`src/shared/ccmc_params.svh`:
```
// Behaviour
// - Five operating modes: configuration, normal, sleep, listen-only, loopback.
// - Host writes a three-bit requested-mode field; device treats it as request.
// - Mode change waits until all pending transmissions have finished; the code waits only when leaving normal or loopback mode.
// - Active mode reported in three-bit status field; host confirms by reading.
// - One interrupt output stays asserted until host clears the condition.
// - Three transmit buffers, prioritised, each pending request abortable; the code ignores an abort of the buffer being transmitted.
// - Per-buffer request inputs and per-receive-buffer full outputs, also host reachable.
// - Full outputs and request inputs can serve as general-purpose pins.
// - Six filters, two masks; filtering may extend to first data byte.
// - Serial host port works in clock modes 0,0 and 1,1.
// - Serial host clock at most 10 MHz.
// - Protocol engine runs at bus bit rates up to 1 Mb/s.
// - Clock output derived from oscillator, alternatively signals start of frame.
// - Reset enters configuration mode; entering configuration clears error counters.
// - Listen-only: transmit nothing, receive all frames, error counters reset, inactive.
// - Loopback: transmit buffers feed receive buffers, transmit line recessive.
// - Wake from sleep discards wake frame and start-up frames, resumes listen-only; the code drops only wake-frame bits seen before start-up ends.
`ifndef CCMC_PARAMS_SVH
`define CCMC_PARAMS_SVH

// Requested-mode and status codes
`define CCMC_CODE_NORMAL 3'h0
`define CCMC_CODE_SLEEP 3'h1
`define CCMC_CODE_LOOP 3'h2
`define CCMC_CODE_LISTEN 3'h3
`define CCMC_CODE_CONFIG 3'h4

// Timing
`define CCMC_CLK_NS 20
`define CCMC_BIT_NS 1000
`define CCMC_BIT_CYC (`CCMC_BIT_NS / `CCMC_CLK_NS)
`define CCMC_OST_CYC 128

// Frame layout: start bit plus identifier byte plus data byte
`define CCMC_WORD_W 16
`define CCMC_FRAME_BITS 17
`define CCMC_ID_MSB 15
`define CCMC_ID_LSB 8
`define CCMC_FIFO_DEPTH 16

// Interrupt flag positions
`define CCMC_IRQ_RX0 0
`define CCMC_IRQ_RX1 1
`define CCMC_IRQ_TX0 2
`define CCMC_IRQ_WAKE 5
`define CCMC_IRQ_OVF 6
`define CCMC_IRQ_W 7

`endif

```
`src/shared/ccmc_pkg.sv`:
```
package ccmc_pkg;
  typedef enum logic [2:0] {
    CCMC_CONFIG,
    CCMC_NORMAL,
    CCMC_SLEEP,
    CCMC_WAKING,
    CCMC_LISTEN,
    CCMC_LOOP
  } ccmc_mode_t;

  typedef enum logic {
    CCMC_RX_IDLE,
    CCMC_RX_SHIFT
  } ccmc_rx_t;
endpackage : ccmc_pkg

```
`src/shared/ccmc_stream_if.sv`:
```
`timescale 1ns/1ps
interface ccmc_stream_if #(
  parameter int W = 17
);
  logic valid;
  logic ready;
  logic [W-1:0] data;
  modport src (output valid, output data, input ready);
  modport snk (input valid, input data, output ready);
endinterface : ccmc_stream_if

```
`src/logic/ccmc_top.sv`:
```
`timescale 1ns/1ps
`include "ccmc_params.svh"
module ccmc_top (
  input wire logic clk,
  input wire logic rst_n,
  input wire logic [2:0] req_mode,
  output logic [2:0] op_mode,
  input wire logic [2:0] tx_load,
  input wire logic [`CCMC_WORD_W-1:0] tx_load_data,
  input wire logic [2:0] tx_req,
  input wire logic [2:0] tx_abort,
  input wire logic [1:0] tx_prio [3],
  output logic [2:0] tx_pending,
  input wire logic [2:0] rts_pin_n,
  input wire logic rts_gpio_en,
  output logic [2:0] rts_gpio_in,
  output logic [1:0] rx_full_pin_n,
  input wire logic rxf_gpio_en,
  input wire logic [1:0] rxf_gpio_out,
  input wire logic [`CCMC_WORD_W-1:0] filt_val [6],
  input wire logic [`CCMC_WORD_W-1:0] filt_mask [2],
  input wire logic data_filt_en,
  output logic rx_valid,
  input wire logic rx_ready,
  output logic [`CCMC_WORD_W:0] rx_data,
  input wire logic [`CCMC_IRQ_W-1:0] int_en,
  input wire logic [`CCMC_IRQ_W-1:0] int_clear,
  output logic [`CCMC_IRQ_W-1:0] int_flags,
  output logic int_n,
  output logic tx_line,
  input wire logic rx_line,
  input wire logic [1:0] clock_output_pin_div,
  input wire logic clock_output_pin_sof_en,
  output logic clock_out,
  output logic [7:0] err_count
);
  localparam int FW = `CCMC_WORD_W + 1;
  localparam logic [5:0] BIT_LAST = 6'(`CCMC_BIT_CYC - 1);
  localparam logic [7:0] OST_LAST = 8'(`CCMC_OST_CYC - 1);

  ccmc_pkg::ccmc_mode_t mode_q;
  ccmc_pkg::ccmc_rx_t rx_st_q;
  logic [5:0] bit_cnt_q;
  logic bit_tick;
  logic [7:0] ost_q;
  logic rx_prev_q;
  logic [2:0] rts_prev_q;
  logic [`CCMC_WORD_W-1:0] txbuf_q [3];
  logic [2:0] pend_q;
  logic tx_busy_q;
  logic [1:0] tx_sel_q;
  logic [FW-1:0] tx_sh_q;
  logic [4:0] tx_cnt_q;
  logic [`CCMC_WORD_W-1:0] rx_sh_q;
  logic [4:0] rx_cnt_q;
  logic [1:0] rxfull_q;
  logic [`CCMC_IRQ_W-1:0] flags_q;
  logic [2:0] clk_div_q;
  logic clk_q;
  logic sof_q;

  // ------------------------------------------------------------
  // Helpers
  // ------------------------------------------------------------
  function automatic logic hit(input logic [`CCMC_WORD_W-1:0] w,
                               input logic [`CCMC_WORD_W-1:0] f,
                               input logic [`CCMC_WORD_W-1:0] m,
                               input logic use_data);
    logic [`CCMC_WORD_W-1:0] eff;
    eff = use_data ? m : {m[`CCMC_ID_MSB:`CCMC_ID_LSB], 8'h00};
    return ((w ^ f) & eff) == '0;
  endfunction : hit

  function automatic logic [2:0] code_of(input ccmc_pkg::ccmc_mode_t m);
    case (m)
      ccmc_pkg::CCMC_NORMAL: code_of = `CCMC_CODE_NORMAL;
      ccmc_pkg::CCMC_SLEEP: code_of = `CCMC_CODE_SLEEP;
      ccmc_pkg::CCMC_WAKING: code_of = `CCMC_CODE_SLEEP;
      ccmc_pkg::CCMC_LISTEN: code_of = `CCMC_CODE_LISTEN;
      ccmc_pkg::CCMC_LOOP: code_of = `CCMC_CODE_LOOP;
      default: code_of = `CCMC_CODE_CONFIG;
    endcase
  endfunction : code_of

  // ------------------------------------------------------------
  // Bit-rate enable
  // ------------------------------------------------------------
  assign bit_tick = (bit_cnt_q == BIT_LAST);

  always_ff @(posedge clk) begin
    if (!rst_n || mode_q == ccmc_pkg::CCMC_SLEEP) begin
      bit_cnt_q <= '0;
    end else if (bit_tick) begin
      bit_cnt_q <= '0;
    end else begin
      bit_cnt_q <= bit_cnt_q + 6'h01;
    end
  end

  // ------------------------------------------------------------
  // Mode control
  // ------------------------------------------------------------
  logic can_tx;
  logic tx_idle;
  logic req_valid;
  ccmc_pkg::ccmc_mode_t req_m;
  logic rx_fall;

  assign can_tx = (mode_q == ccmc_pkg::CCMC_NORMAL) ||
                  (mode_q == ccmc_pkg::CCMC_LOOP);
  // Pending work only blocks a change in modes that can transmit;
  // elsewhere it could never drain and the change would hang.
  assign tx_idle = !can_tx || (!tx_busy_q && pend_q == 3'h0);
  assign rx_fall = rx_prev_q && !rx_line;

  // Host access arrives as parallel ports; serial framing and its
  // clock modes and rate are handled in front of this block.
  always_comb begin
    req_valid = 1'b1;
    req_m = ccmc_pkg::CCMC_CONFIG;
    case (req_mode)
      `CCMC_CODE_NORMAL: req_m = ccmc_pkg::CCMC_NORMAL;
      `CCMC_CODE_SLEEP: req_m = ccmc_pkg::CCMC_SLEEP;
      `CCMC_CODE_LOOP: req_m = ccmc_pkg::CCMC_LOOP;
      `CCMC_CODE_LISTEN: req_m = ccmc_pkg::CCMC_LISTEN;
      `CCMC_CODE_CONFIG: req_m = ccmc_pkg::CCMC_CONFIG;
      default: req_valid = 1'b0;
    endcase
  end

  always_ff @(posedge clk) begin
    if (!rst_n) begin
      mode_q <= ccmc_pkg::CCMC_CONFIG;
      ost_q <= '0;
    end else begin
      case (mode_q)
        ccmc_pkg::CCMC_SLEEP: begin
          ost_q <= '0;
          if (rx_fall) begin
            mode_q <= ccmc_pkg::CCMC_WAKING;
          end else if (req_valid && req_m != ccmc_pkg::CCMC_SLEEP) begin
            mode_q <= req_m;
          end
        end
        ccmc_pkg::CCMC_WAKING: begin
          // Oscillator start-up: frames seen now are thrown away
          ost_q <= ost_q + 8'h01;
          if (ost_q == OST_LAST) begin
            mode_q <= ccmc_pkg::CCMC_LISTEN;
          end
        end
        default: begin
          if (req_valid && req_m != mode_q && tx_idle) begin
            mode_q <= req_m;
          end
        end
      endcase
    end
  end

  assign op_mode = code_of(mode_q);

  // ------------------------------------------------------------
  // Transmit buffers and request pins
  // ------------------------------------------------------------
  logic [2:0] pin_req;
  logic [1:0] win;
  logic win_ok;
  logic tx_start;
  logic tx_end;

  assign pin_req = rts_gpio_en ? 3'h0 : (rts_prev_q & ~rts_pin_n);

  always_comb begin
    win = 2'h0;
    win_ok = 1'b0;
    for (int i = 2; i >= 0; i--) begin
      if (pend_q[i] && (!win_ok || tx_prio[i] >= tx_prio[win])) begin
        win = 2'(i);
        win_ok = 1'b1;
      end
    end
  end

  assign tx_start = can_tx && !tx_busy_q && win_ok && bit_tick &&
                    rx_st_q == ccmc_pkg::CCMC_RX_IDLE;
  assign tx_end = tx_busy_q && bit_tick &&
                  tx_cnt_q == 5'(`CCMC_FRAME_BITS - 1);

  always_ff @(posedge clk) begin
    if (!rst_n) begin
      rts_prev_q <= 3'h7;
      rts_gpio_in <= 3'h7;
      rx_prev_q <= 1'b1;
    end else begin
      rts_prev_q <= rts_pin_n;
      rts_gpio_in <= rts_pin_n;
      rx_prev_q <= rx_line;
    end
  end

  always_ff @(posedge clk) begin
    for (int i = 0; i < 3; i++) begin
      if (tx_load[i] && !pend_q[i]) begin
        txbuf_q[i] <= tx_load_data;
      end
    end
  end

  always_ff @(posedge clk) begin
    if (!rst_n) begin
      pend_q <= 3'h0;
    end else begin
      for (int i = 0; i < 3; i++) begin
        if (tx_req[i] || pin_req[i]) begin
          pend_q[i] <= 1'b1;
        end else if (tx_end && tx_sel_q == 2'(i)) begin
          pend_q[i] <= 1'b0;
        end else if (tx_abort[i] &&
                     !(tx_busy_q && tx_sel_q == 2'(i))) begin
          pend_q[i] <= 1'b0;
        end
      end
    end
  end

  assign tx_pending = pend_q;

  always_ff @(posedge clk) begin
    if (!rst_n) begin
      tx_busy_q <= 1'b0;
      tx_sel_q <= 2'h0;
      tx_sh_q <= '1;
      tx_cnt_q <= '0;
    end else if (tx_start) begin
      tx_busy_q <= 1'b1;
      tx_sel_q <= win;
      tx_sh_q <= {1'b0, txbuf_q[win]};
      tx_cnt_q <= '0;
    end else if (tx_busy_q && bit_tick) begin
      tx_sh_q <= {tx_sh_q[FW-2:0], 1'b1};
      tx_cnt_q <= tx_cnt_q + 5'h01;
      if (tx_end) begin
        tx_busy_q <= 1'b0;
      end
    end
  end

  // Silent modes never drive the bus dominant
  always_ff @(posedge clk) begin
    if (!rst_n) begin
      tx_line <= 1'b1;
    end else if (mode_q == ccmc_pkg::CCMC_NORMAL && tx_busy_q) begin
      tx_line <= tx_sh_q[FW-1];
    end else begin
      tx_line <= 1'b1;
    end
  end

  // ------------------------------------------------------------
  // Error counter
  // ------------------------------------------------------------
  always_ff @(posedge clk) begin
    if (!rst_n || mode_q == ccmc_pkg::CCMC_CONFIG) begin
      err_count <= 8'h00;
    end else if (mode_q == ccmc_pkg::CCMC_LISTEN) begin
      err_count <= 8'h00;
    end else if (mode_q == ccmc_pkg::CCMC_NORMAL && tx_busy_q &&
                 bit_tick && rx_line != tx_line &&
                 err_count != 8'hFF) begin
      err_count <= err_count + 8'h01;
    end
  end

  // ------------------------------------------------------------
  // Receiver and acceptance
  // ------------------------------------------------------------
  ccmc_stream_if #(.W(FW)) acc_s ();
  ccmc_stream_if #(.W(FW)) out_s ();
  logic rx_done;
  logic frame_done;
  logic [`CCMC_WORD_W-1:0] frame;
  logic want;
  logic to1;
  logic accept;
  logic overflow;

  assign rx_done = rx_st_q == ccmc_pkg::CCMC_RX_SHIFT && bit_tick &&
                   rx_cnt_q == 5'(`CCMC_WORD_W - 1);

  // Back-pressure: no new frame is started while the FIFO is full
  always_ff @(posedge clk) begin
    if (!rst_n || can_tx && tx_busy_q ||
        mode_q == ccmc_pkg::CCMC_SLEEP ||
        mode_q == ccmc_pkg::CCMC_WAKING) begin
      rx_st_q <= ccmc_pkg::CCMC_RX_IDLE;
      rx_cnt_q <= '0;
    end else if (bit_tick) begin
      case (rx_st_q)
        ccmc_pkg::CCMC_RX_IDLE: begin
          rx_cnt_q <= '0;
          if (!rx_line && acc_s.ready &&
              mode_q != ccmc_pkg::CCMC_LOOP) begin
            rx_st_q <= ccmc_pkg::CCMC_RX_SHIFT;
          end
        end
        default: begin
          rx_sh_q <= {rx_sh_q[`CCMC_WORD_W-2:0], rx_line};
          rx_cnt_q <= rx_cnt_q + 5'h01;
          if (rx_done) begin
            rx_st_q <= ccmc_pkg::CCMC_RX_IDLE;
          end
        end
      endcase
    end
  end

  // Loopback hands the outgoing word straight to acceptance
  assign frame_done = (mode_q == ccmc_pkg::CCMC_LOOP) ? tx_end : rx_done;
  assign frame = (mode_q == ccmc_pkg::CCMC_LOOP) ? txbuf_q[tx_sel_q] :
                 {rx_sh_q[`CCMC_WORD_W-2:0], rx_line};

  always_comb begin
    want = 1'b0;
    to1 = 1'b0;
    case (mode_q)
      ccmc_pkg::CCMC_LISTEN: begin
        want = 1'b1;
        to1 = rxfull_q[0];
      end
      ccmc_pkg::CCMC_NORMAL, ccmc_pkg::CCMC_LOOP: begin
        if (hit(frame, filt_val[0], filt_mask[0], data_filt_en) ||
            hit(frame, filt_val[1], filt_mask[0], data_filt_en)) begin
          want = 1'b1;
        end else begin
          for (int i = 2; i < 6; i++) begin
            if (hit(frame, filt_val[i], filt_mask[1], data_filt_en)) begin
              want = 1'b1;
              to1 = 1'b1;
            end
          end
        end
      end
      default: want = 1'b0;
    endcase
  end

  assign accept = frame_done && want && !rxfull_q[to1] && acc_s.ready;
  assign overflow = frame_done && want && !accept;
  assign acc_s.valid = accept;
  assign acc_s.data = {to1, frame};

  ccmc_fifo #(.W(FW), .DEPTH(`CCMC_FIFO_DEPTH)) u_fifo (
    .clk(clk),
    .rst_n(rst_n),
    .wr(acc_s),
    .rd(out_s)
  );

  assign rx_valid = out_s.valid;
  assign rx_data = out_s.data;
  assign out_s.ready = rx_ready;

  // ------------------------------------------------------------
  // Status flags and interrupt; a new event wins over a clear
  // ------------------------------------------------------------
  logic [`CCMC_IRQ_W-1:0] ev;

  always_comb begin
    ev = '0;
    ev[`CCMC_IRQ_RX0] = accept && !to1;
    ev[`CCMC_IRQ_RX1] = accept && to1;
    ev[`CCMC_IRQ_TX0 + 32'(tx_sel_q)] = tx_end;
    ev[`CCMC_IRQ_WAKE] = mode_q == ccmc_pkg::CCMC_SLEEP && rx_fall;
    ev[`CCMC_IRQ_OVF] = overflow;
  end

  always_ff @(posedge clk) begin
    if (!rst_n) begin
      flags_q <= '0;
    end else begin
      flags_q <= ev | (flags_q & ~int_clear);
    end
  end

  assign rxfull_q = flags_q[`CCMC_IRQ_RX1:`CCMC_IRQ_RX0];
  assign int_flags = flags_q;
  assign int_n = ~|(flags_q & int_en);

  always_ff @(posedge clk) begin
    if (!rst_n) begin
      rx_full_pin_n <= 2'h3;
    end else if (rxf_gpio_en) begin
      rx_full_pin_n <= rxf_gpio_out;
    end else begin
      rx_full_pin_n <= ~rxfull_q;
    end
  end

  // ------------------------------------------------------------
  // Clock output / start-of-frame marker
  // ------------------------------------------------------------
  logic [2:0] half_last;
  assign half_last = 3'((4'h1 << clock_output_pin_div) - 4'h1);

  always_ff @(posedge clk) begin
    if (!rst_n || mode_q == ccmc_pkg::CCMC_SLEEP) begin
      clk_div_q <= '0;
      clk_q <= 1'b0; // Oscillator stopped in sleep
    end else if (clk_div_q >= half_last) begin
      clk_div_q <= '0;
      clk_q <= ~clk_q;
    end else begin
      clk_div_q <= clk_div_q + 3'h1;
    end
  end

  always_ff @(posedge clk) begin
    if (!rst_n) begin
      sof_q <= 1'b0;
    end else if (tx_start ||
                 (bit_tick && rx_st_q == ccmc_pkg::CCMC_RX_IDLE &&
                  !rx_line && !tx_busy_q)) begin
      sof_q <= 1'b1;
    end else if (bit_tick) begin
      sof_q <= 1'b0;
    end
  end

  always_ff @(posedge clk) begin
    if (!rst_n) begin
      clock_out <= 1'b0;
    end else begin
      clock_out <= clock_output_pin_sof_en ? sof_q : clk_q;
    end
  end
endmodule : ccmc_top

```
`src/logic/ccmc_fifo.sv`:
```
`timescale 1ns/1ps
module ccmc_fifo #(
  parameter int W = 17,
  parameter int DEPTH = 16
) (
  input wire logic clk,
  input wire logic rst_n,
  ccmc_stream_if.snk wr,
  ccmc_stream_if.src rd
);
  localparam int AW = $clog2(DEPTH);
  logic [W-1:0] mem_q [DEPTH];
  logic [AW-1:0] wptr_q;
  logic [AW-1:0] rptr_q;
  logic [AW:0] cnt_q;
  logic push;
  logic pop;

  assign wr.ready = (cnt_q != (AW+1)'(DEPTH));
  assign rd.valid = (cnt_q != '0);
  assign rd.data = mem_q[rptr_q];
  assign push = wr.valid && wr.ready;
  assign pop = rd.valid && rd.ready;

  always_ff @(posedge clk) begin
    if (push) begin
      mem_q[wptr_q] <= wr.data;
    end
  end

  always_ff @(posedge clk) begin
    if (!rst_n) begin
      wptr_q <= '0;
      rptr_q <= '0;
      cnt_q <= '0;
    end else begin
      if (push) begin
        wptr_q <= wptr_q + AW'(1);
      end
      if (pop) begin
        rptr_q <= rptr_q + AW'(1);
      end
      if (push && !pop) begin
        cnt_q <= cnt_q + (AW+1)'(1);
      end else if (pop && !push) begin
        cnt_q <= cnt_q - (AW+1)'(1);
      end
    end
  end
endmodule : ccmc_fifo

```
`config.mk`:
```
export PLATFORM = sky130hd
export DESIGN_NAME = ccmc_top
export DESIGN_NICKNAME = d
export VERILOG_FILES = /design/src/shared/ccmc_pkg.sv /design/src/shared/ccmc_stream_if.sv /design/src/logic/ccmc_top.sv /design/src/logic/ccmc_fifo.sv
export VERILOG_INCLUDE_DIRS = /design/src /design/src/shared
export SDC_FILE = /design/constraint.sdc
export NUM_CORES = 1
export LEC_CHECK = 0
export BUFFER_PORTS_ARGS = -buffer_cell sky130_fd_sc_hd__buf_4
export CAP_MARGIN = 20
export CORE_AREA = 10 10 195 197
export DETAILED_ROUTE_END_ITERATION = 7
export DIE_AREA = 0 0 205 207
export HOLD_SLACK_MARGIN = 0.1
export PLACE_DENSITY_LB_ADDON = 0.2
export SKIP_CTS_REPAIR_TIMING = 1
export SYNTH_ARGS = -nofsm -noshare
export SYNTH_HDL_FRONTEND = slang
export SYNTH_SLANG_ARGS = --single-unit
```
`constraint.sdc`:
```
create_clock -name clk -period 5.75 [get_ports clk]
set_input_delay 1.15 -clock clk [delete_from_list [all_inputs] [get_ports clk]]
set_output_delay 1.15 -clock clk [all_outputs]
set_load 0.01 [all_outputs]
```
==> results of run 1 <==
==> cell usage after synthesis (17+ instances only) <==
cell type  instances  area share, %
a21oi_1           33           0.83
a22oi_1           17           0.64
a32oi_1           17           0.75
and2_1            23           0.73
clkbuf_1          55            1.0
dfxtp_1           98            9.9
edfxtp_1         335             51
ha_1              24            1.5
inv_1             35           0.66
mux2i_1           46            2.3
mux4_2            85            9.7
nand2_1          121            2.3
nand2b_1          41            1.3
nand3_1           59            1.5
nor2_1            68            1.3
nor2b_1           28           0.88
o211ai_1          25           0.95
o21ai_0           43            1.1
xnor2_1           60            2.7
xor2_1            34            1.5
==> final timing paths <==
check                       start                           end  slack [ns]  depth (start not counted)
max reg2reg              register  u_fifo.cnt_q[4]$_SDFFE_PN0P_        0.56                         19
max                      register  u_fifo.cnt_q[4]$_SDFFE_PN0P_        0.56                         19
min reg2reg  rx_sh_q[0]$_DFFE_PP_          rx_sh_q[1]$_DFFE_PP_        0.45                          0
min          rx_sh_q[0]$_DFFE_PP_          rx_sh_q[1]$_DFFE_PP_        0.45                          0
==> routing by layer <==
layer,track usage (%),part of all wire (%),up-vias
li1,-,-,5977
met3,5.87,8.7,78
met1,32.0,38,6580
met2,43.7,51,642
met5,0,0,-
met4,7.23,2.4,0
==> registers in the layout, indices dropped and copies added (netlist names), 6 cells and up, named ones only <==
register	cells
bit_cnt_q	6
err_count	8
int_flags	7
ost_q	8
rx_sh_q	15
tx_sh_q	17
txbuf_q	48
u_fifo.mem_q	272
==> kinds of logic after synthesis <==
family	count (synthesis)	synth area share [%]
muxes	144	12.7
DFF	433	60.6
xor gates and xnor gates	94	4.15
buffers and inverters	112	2.31
and+or+nand+nor	418	10.7
AOI/OAI and AO/OA	216	7.95
adders and majority gates	24	1.51
==> cell type report <==
cell class / instances / area (um^2) / area share [%]
Multi-Input combinational cell: 896 / 7370 / 31.3
Timing Repair Buffer: 278 / 2140 / 9.10
Clock buffer: 51 / 1150 / 4.87
Tap cell: 455 / 569 / 2.42
Antenna cell: 1 / 2.50 / 0.0106
Clock inverter: 26 / 161 / 0.685
Sequential cell: 433 / 12000 / 51.0
Inverter: 37 / 139 / 0.589
==> critical path: cells and delay by family (launching register included) <==
family / cells / cell delay, ns
flip-flops: 1 / 0.67
AND/OR/NAND/NOR: 6 / 1.19
buffers and inverters: 2 / 0.26
AO/OA/AOI/OAI: 7 / 1.98
adder cells (fa/ha/maj): 2 / 0.65
multiplexers: 2 / 0.35
==> per-stage QoR <==
step | total power, W | utilization (%)
after floorplan | 0.00423 | -
after global placement | 0.00462 | 65.1
after detailed placement | 0.00464 | 65.1
after CTS | 0.00723 | 68.9
after global routing | 0.00742 | 69.1
final | 0.00718 | 69.1
==> power groups by stage <==
stage               Sequential (W)  Combinational [W]  Clock, W
finish                     0.00352            0.00104   0.00262
floorplan                  0.00349           0.000743         0
global route               0.00353            0.00112   0.00277
CTS                        0.00352            0.00105   0.00265
detailed placement         0.00359            0.00105         0
global placement           0.00359            0.00103         0
==> out/summary.log, run 1 <==
[synth] number of flops mapped to enable cells by yosys 335
[clock_tree] number of buffers created by CTS 43
[synth] Yosys warnings 0
[detailed_routing] WL per Instance 25.3 um
[placement] DP Wirelength 38,400 um
[pwr] switching part of the total power 24.6%
[setup_path] required time of the worst setup path 6.23 ns
[cells_and_area] Final Cell Area 23,600 um^2
[setup_path] CP Capture Type register
[pwr] clock share of power 36.5%
[detailed_routing] detailed-route via count 13,277
[cells_and_area] number of non-filler instances in the completed layout 2,177
[floorplan] Die X-Extent 205 um
[sta] Setup Total Neg Slack 0 ns
[clock_tree] root buffer cell clkbuf_16
[sta] slack of the critical path 0.563 ns
[cells_and_area] most common library cell in the layout ignoring fill and taps edfxtp_1
[synth] Mapped Nets 1,656
[placement] input/output buffers 237
[synth] sequential area share after synthesis 60.6%
[setup_path] CP Class reg2reg
[synth] Syn Std Cell Area 19,800 um^2
[sta] Slew headroom 36.8%
[min_path] worst hold path type reg2reg
[setup_path] startpoint class of the critical path register
[sta] fmax 193 MHz
[sta] Hold WS 0.449 ns
[sta] Clock Skews 0.0235 ns
[floorplan] Total Die Area 42,400 um^2
[cells_and_area] Filler Cell Count 2,358
[synth] Synth Register Bits 433
[setup_path] cell with the largest stage delay on the worst path dfxtp_2
[sta] transition time at the pin with the least slew margin 0.946 ns
[placement] total cell area at the placement stage 22,200 um^2
[grt] global-route wire length before repair 83,400 um
[pwr] Power Dens Cells 305 nW/um^2
[sta] min Tclk post-route 5.19 ns
[clock_tree] clock sink total 433
[clock_tree] clock tree from TritonCTS done
[sta] setup repair after global routing missed its margin false
[synth] fraction of synthesis flops using an asynchronous set or reset pin 0%
[pwr] maximum ir drop on the vdd rail 0.000235 V
[grt] via count of the first global-routing pass 13,716
[pwr] leak pwr 8.43 nW
[setup_path] arrival time at the worst endpoint 5.66 ns
[detailed_routing] 1st-pass router iterations 5
[cells_and_area] Layout area overhead 18.8%
[floorplan] placement row count 68
[pwr] fraction of power consumed by sequential logic 49.0%
[pwr] Internal Dissipation 0.00542 W
[detailed_routing] total DRC errors in the routed layout 0
[placement] global placer's final weighted congestion 0.925
[sta] setup-violating endpoint count in the final report 0
[sta] Slew Limit Fails 0
[detailed_routing] final wirelength 55,100 um
[placement] placement-stage worst setup slack 0.346 ns
[run] max-cap check violation count 0
[detailed_routing] Iter 0 DRT Violations 1,319
[grt] GR Util All Layers 25.6%
[floorplan] I/O pin count 238
[pwr] share of power burned in combinational logic 14.5%
[floorplan] CORE AREA 34,100 um^2
[grt] pin count of the biggest net entering global routing 75
[grt] total congestion overflow 0
[grt] initial antenna violation count 1
[placement] cell count after placement 2,097
[setup_path] CP max FO 23
[synth] post-synthesis cell type count 79
[synth] Top FF cell, synth edfxtp_1
[pwr] reported net switching power 0.00177 W
[clock_tree] maximum buffer depth of the clock tree 3
[clock_tree] H-Tree Level Count 2
[cells_and_area] commonest cells after routing, fill and taps aside edfxtp_1, buf_4, nand2_1, dfxtp_1, mux4_2
[synth] Avg Inst Size Synth 13.8 um^2
[cells_and_area] NumNets Final 1,904
[cells_and_area] layout cells sized above 1 27.2%
[sta] final clock period utilization by the worst path 90.2%
[clock_tree] clock insertion delay at the later pin of the skew report 0.56 ns
[status] result of the run finished clean
[clock_tree] clock transition at the registers of the reported paths 0.06 ns
[sta] final hold violation count 0
[synth] Syn Inst Count 1,441
[setup_path] list of cells traversed by the critical path and2b_1 > a211oi_1 > a2bb2oi_2 > mux2i_1 > a2111oi_0 > nand3_1 > o22a_1 > and2_4 > a21oi_1 > buf_4 > and2_1 > ha_1 > inv_1 > ha_1 > nand4_1 > nor4b_1 > a21oi_1 > o221ai_1 > mux2i_1
[setup_path] longest individual stage delay on the worst path 0.67 ns
[detailed_routing] remaining number of nets flagged by the antenna check after routing 0
[floorplan] Initial Util 58.1%
[detailed_routing] via count normalized by instance count 6.10
[floorplan] Die H 207 um
No activity file was read; power rests on OpenSTA's default activity.
==> run 2: changes to the inputs <==
--- a/config.mk
+++ b/config.mk
@@ -8,9 +8,10 @@
 export LEC_CHECK = 0
 export BUFFER_PORTS_ARGS = -buffer_cell sky130_fd_sc_hd__buf_4
 export CAP_MARGIN = 20
-export CORE_AREA = 10 10 195 197
+export CORE_AREA = 10 10 192 194
+export CTS_BUF_LIST = sky130_fd_sc_hd__clkbuf_2 sky130_fd_sc_hd__clkbuf_4 sky130_fd_sc_hd__clkbuf_8
 export DETAILED_ROUTE_END_ITERATION = 7
-export DIE_AREA = 0 0 205 207
+export DIE_AREA = 0 0 202 204
 export HOLD_SLACK_MARGIN = 0.1
 export PLACE_DENSITY_LB_ADDON = 0.2
 export SKIP_CTS_REPAIR_TIMING = 1
==> out/summary.log, run 2 (synthesized netlist as in run 1, its figures left out) <==
[setup_path] cell depth of the worst setup path 20 [was 19]
[floorplan] I/O pin count 238 [unchanged]
[pwr] maximum ir drop on the vdd rail 0.000228 V [was 0.000235 V]
[floorplan] placement row count 67 [was 68]
[cells_and_area] register ranked first by flip-flop count u_fifo.mem_q [unchanged]
[run] max-cap check violation count 0 [unchanged]
[cells_and_area] largest registers u_fifo.mem_q x272, txbuf_q x48, tx_sh_q x17 [unchanged]
[detailed_routing] detailed-route via count 13,542 [was 13,277]
[clock_tree] clock transition at the registers of the reported paths 0.07 ns [was 0.06 ns]
[grt] pin count of the biggest net entering global routing 75 [unchanged]
[detailed_routing] remaining number of nets flagged by the antenna check after routing 0 [unchanged]
[placement] global placer's final weighted congestion 0.959 [was 0.925]
[setup_path] number of cell instances on the worst register-to-register path 20 [was 19]
[detailed_routing] Iter 0 DRT Violations 1,170 [was 1,319]
[sta] fmax 189 MHz [was 193 MHz]
[floorplan] Die X-Extent 202 um [was 205 um]
[pwr] leak pwr 8.57 nW [was 8.43 nW]
[clock_tree] clock sink total 433 [unchanged]
[setup_path] Reg2Reg Capture Point u_fifo.cnt_q[4]$_SDFFE_PN0P_ [unchanged]
[setup_path] Top Family by Delay on Critical Path compound AO/OA/AOI/OAI gates [unchanged]
[clock_tree] root buffer cell clkbuf_8 [was clkbuf_16]
[cells_and_area] layout cells sized above 1 29.4% [was 27.2%]
[clock_tree] number of buffers created by CTS 70 [was 43]
[detailed_routing] via count normalized by instance count 6.10 [about the same]
[placement] input/output buffers 237 [unchanged]
[setup_path] CP Capture Type register [unchanged]
[placement] placement-stage worst setup slack 0.400 ns [was 0.346 ns]
[detailed_routing] total DRC errors in the routed layout 0 [unchanged]
[floorplan] CORE AREA 33,100 um^2 [was 34,100 um^2]
[clock_tree] maximum buffer depth of the clock tree 3 [unchanged]
[cells_and_area] most common library cell in the layout ignoring fill and taps edfxtp_1 [unchanged]
[cells_and_area] Layout area overhead 19.3% [was 18.8%]
[sta] Slew headroom 35.3% [was 36.8%]
[detailed_routing] WL per Instance 24.6 um [was 25.3 um]
[setup_path] setup slack on the worst flop-to-flop path 0.45 ns [was 0.56 ns]
[setup_path] longest individual stage delay on the worst path 0.46 ns [was 0.67 ns]
[sta] setup-violating endpoint count in the final report 0 [unchanged]
[sta] Clock Skews 0.0299 ns [was 0.0235 ns]
[setup_path] CP Class reg2reg [unchanged]
[grt] GR Util All Layers 26.3% [was 25.6%]
[sta] Setup Total Neg Slack 0 ns [unchanged]
[setup_path] arrival time at the worst endpoint 5.86 ns [was 5.66 ns]
[pwr] reported net switching power 0.00179 W [was 0.00177 W]
[pwr] clock share of power 36.6% [was 36.5%]
[grt] via count of the first global-routing pass 14,099 [was 13,716]
[cells_and_area] Largest register FFs 272 [unchanged]
[pwr] Power Dens Cells 304 nW/um^2 [was 305 nW/um^2]
[sta] slack of the critical path 0.447 ns [was 0.563 ns]
[setup_path] list of cells traversed by the critical path buf_4 > mux2_2 > o211ai_2 > nand2_2 > xor2_1 > a2111oi_0 > nand3_1 > o22a_1 > and2_4 > a21oi_1 > buf_4 > and2_1 > ha_1 > inv_1 > ha_1 > nand4_1 > nor4b_1 > a21oi_1 > o221ai_1 > mux2i_1 [was and2b_1 > a211oi_1 > a2bb2oi_2 > mux2i_1 > a2111oi_0 > nand3_1 > o22a_1 > and2_4 > a21oi_1 > buf_4 > and2_1 > ha_1 > inv_1 > ha_1 > nand4_1 > nor4b_1 > a21oi_1 > o221ai_1 > mux2i_1]
[setup_path] termination of the worst setup path u_fifo.cnt_q[4]$_SDFFE_PN0P_ [unchanged]
[pwr] fraction of power consumed by sequential logic 48.8% [was 49.0%]
[sta] transition time at the pin with the least slew margin 0.966 ns [was 0.946 ns]
[pwr] switching part of the total power 24.8% [was 24.6%]
[grt] global-route wire length before repair 82,200 um [was 83,400 um]
[floorplan] Total Die Area 41,200 um^2 [was 42,400 um^2]
[sta] Slew Limit Fails 0 [unchanged]
[cells_and_area] NumNets Final 1,933 [was 1,904]
[floorplan] Initial Util 59.9% [was 58.1%]
[cells_and_area] multi-input combinational cell area 7370 um^2 [unchanged]
[placement] DP Wirelength 39,000 um [was 38,400 um]
[sta] final clock period utilization by the worst path 92.2% [was 90.2%]
[floorplan] Die H 204 um [was 207 um]
[cells_and_area] Filler Cell Count 2,213 [was 2,358]
[clock_tree] H-Tree Level Count 3 [was 2]
[clock_tree] clock insertion delay at the later pin of the skew report 0.62 ns [was 0.56 ns]
[detailed_routing] 1st-pass router iterations 5 [unchanged]
[setup_path] CP max FO 21 [was 23]
[setup_path] Worst Path Buf+Inv 3 [was 2]
[setup_path] startpoint class of the critical path register [unchanged]
[detailed_routing] final wirelength 54,600 um [was 55,100 um]
[pwr] Internal Dissipation 0.00541 W [was 0.00542 W]
[sta] setup repair after global routing missed its margin false [unchanged]
[grt] initial antenna violation count 2 [was 1]
[setup_path] cell with the largest stage delay on the worst path a2111oi_0 [was dfxtp_2]
[clock_tree] clock tree from TritonCTS done [unchanged]
[cells_and_area] Sequential Area 12,000 um^2 [unchanged]
[cells_and_area] commonest cells after routing, fill and taps aside edfxtp_1, buf_4, nand2_1, dfxtp_1, mux4_2 [unchanged]
[min_path] worst hold path type reg2reg [unchanged]
[grt] total congestion overflow 0 [unchanged]
[status] result of the run finished clean [unchanged]
[pwr] share of power burned in combinational logic 14.6% [was 14.5%]
[sta] min Tclk post-route 5.30 ns [was 5.19 ns]
[sta] final hold violation count 0 [unchanged]
[setup_path] required time of the worst setup path 6.31 ns [was 6.23 ns]
## run 2: changes by cell type in the layout (fill, tap and decap cells not counted), moves of 2 or more
cell        delta
clkbuf_16     -44
clkbuf_1       -5
clkbuf_4      +22
clkinvlp_4     -7
clkinv_1       +3
clkbuf_8      +75
inv_6          +2
## run 2: routing by layer
metal | global-route usage [%] | part of all wire, % | wire, um | vias to the layer above
li1 | - | - | - | 6046
met1 | 30.6 | 36 | 19900 | 6724
met2 | 45.4 | 52 | 28300 | 634
met3 | 7.13 | 8.2 | 4470 | 136
met4 | 10.9 | 3.5 | 1930 | 2
met5 | 0 | 0.033 | 18 | -
## run 2: area by class of cell
cell class | count | share of cell area [%]
tap | 448 | 2.37
inverter | 37 | 0.587
multi-input combinational | 896 | 31.2
timing repair buffer | 280 | 9.13
clock buffer | 99 | 5.18
antenna | 1 | 0.0106
sequential | 433 | 50.9
clock inverter | 26 | 0.709
## run 2: power by group through the flow
stage	clock [W]	combinational (W)	sequential, W
6_report	0.00263	0.00105	0.00351
5_1_grt	0.00281	0.00113	0.00353
4_1_cts	0.00267	0.00106	0.00351
3_5_place_dp	0	0.00105	0.00358
3_3_place_gp	0	0.00103	0.00358
2_1_floorplan	0	0.000743	0.00349
## run 2: stage by stage
step	utilization [%]	instance area (um^2)	hold slack (ns)	power, W	cells
after floorplan	-	19800	0.417	0.00423	1441
after global placement	67.2	22200	0.430	0.00461	2093
after detailed placement	67.2	22300	0.440	0.00463	2094
after CTS	71.4	23600	0.448	0.00724	2219
after global routing	71.4	23700	0.456	0.00746	2220
final	71.4	23700	0.449	0.00720	2220
## run 2: how the worst min path moves through the flow
stage               slack (ns)                    start                      end  depth (start not counted)
global route              0.46     rx_sh_q[9]$_DFFE_PP_    rx_sh_q[10]$_DFFE_PP_                          0
CTS                       0.45  clk_div_q[0]$_SDFF_PP0_  clk_div_q[0]$_SDFF_PP0_                          1
detailed placement        0.44     rx_sh_q[9]$_DFFE_PP_    rx_sh_q[10]$_DFFE_PP_                          0
floorplan                 0.42  clk_div_q[0]$_SDFF_PP0_  clk_div_q[0]$_SDFF_PP0_                          1
global placement          0.43  clk_div_q[0]$_SDFF_PP0_  clk_div_q[0]$_SDFF_PP0_                          1
finish                    0.45  clk_div_q[0]$_SDFF_PP0_  clk_div_q[0]$_SDFF_PP0_                          1
## run 2: worst register-to-register path, cell delays in order (launching register included)
cell and delay [ns]:
dfxtp_2 0.45, buf_4 0.26, mux2_2 0.37, o211ai_2 0.22
nand2_2 0.31, xor2_1 0.25, a2111oi_0 0.46, nand3_1 0.13
o22a_1 0.29, and2_4 0.18, a21oi_1 0.14, buf_4 0.17
and2_1 0.32, ha_1 0.32, inv_1 0.11, ha_1 0.37
nand4_1 0.12, nor4b_1 0.27, a21oi_1 0.11, o221ai_1 0.20
mux2i_1 0.19
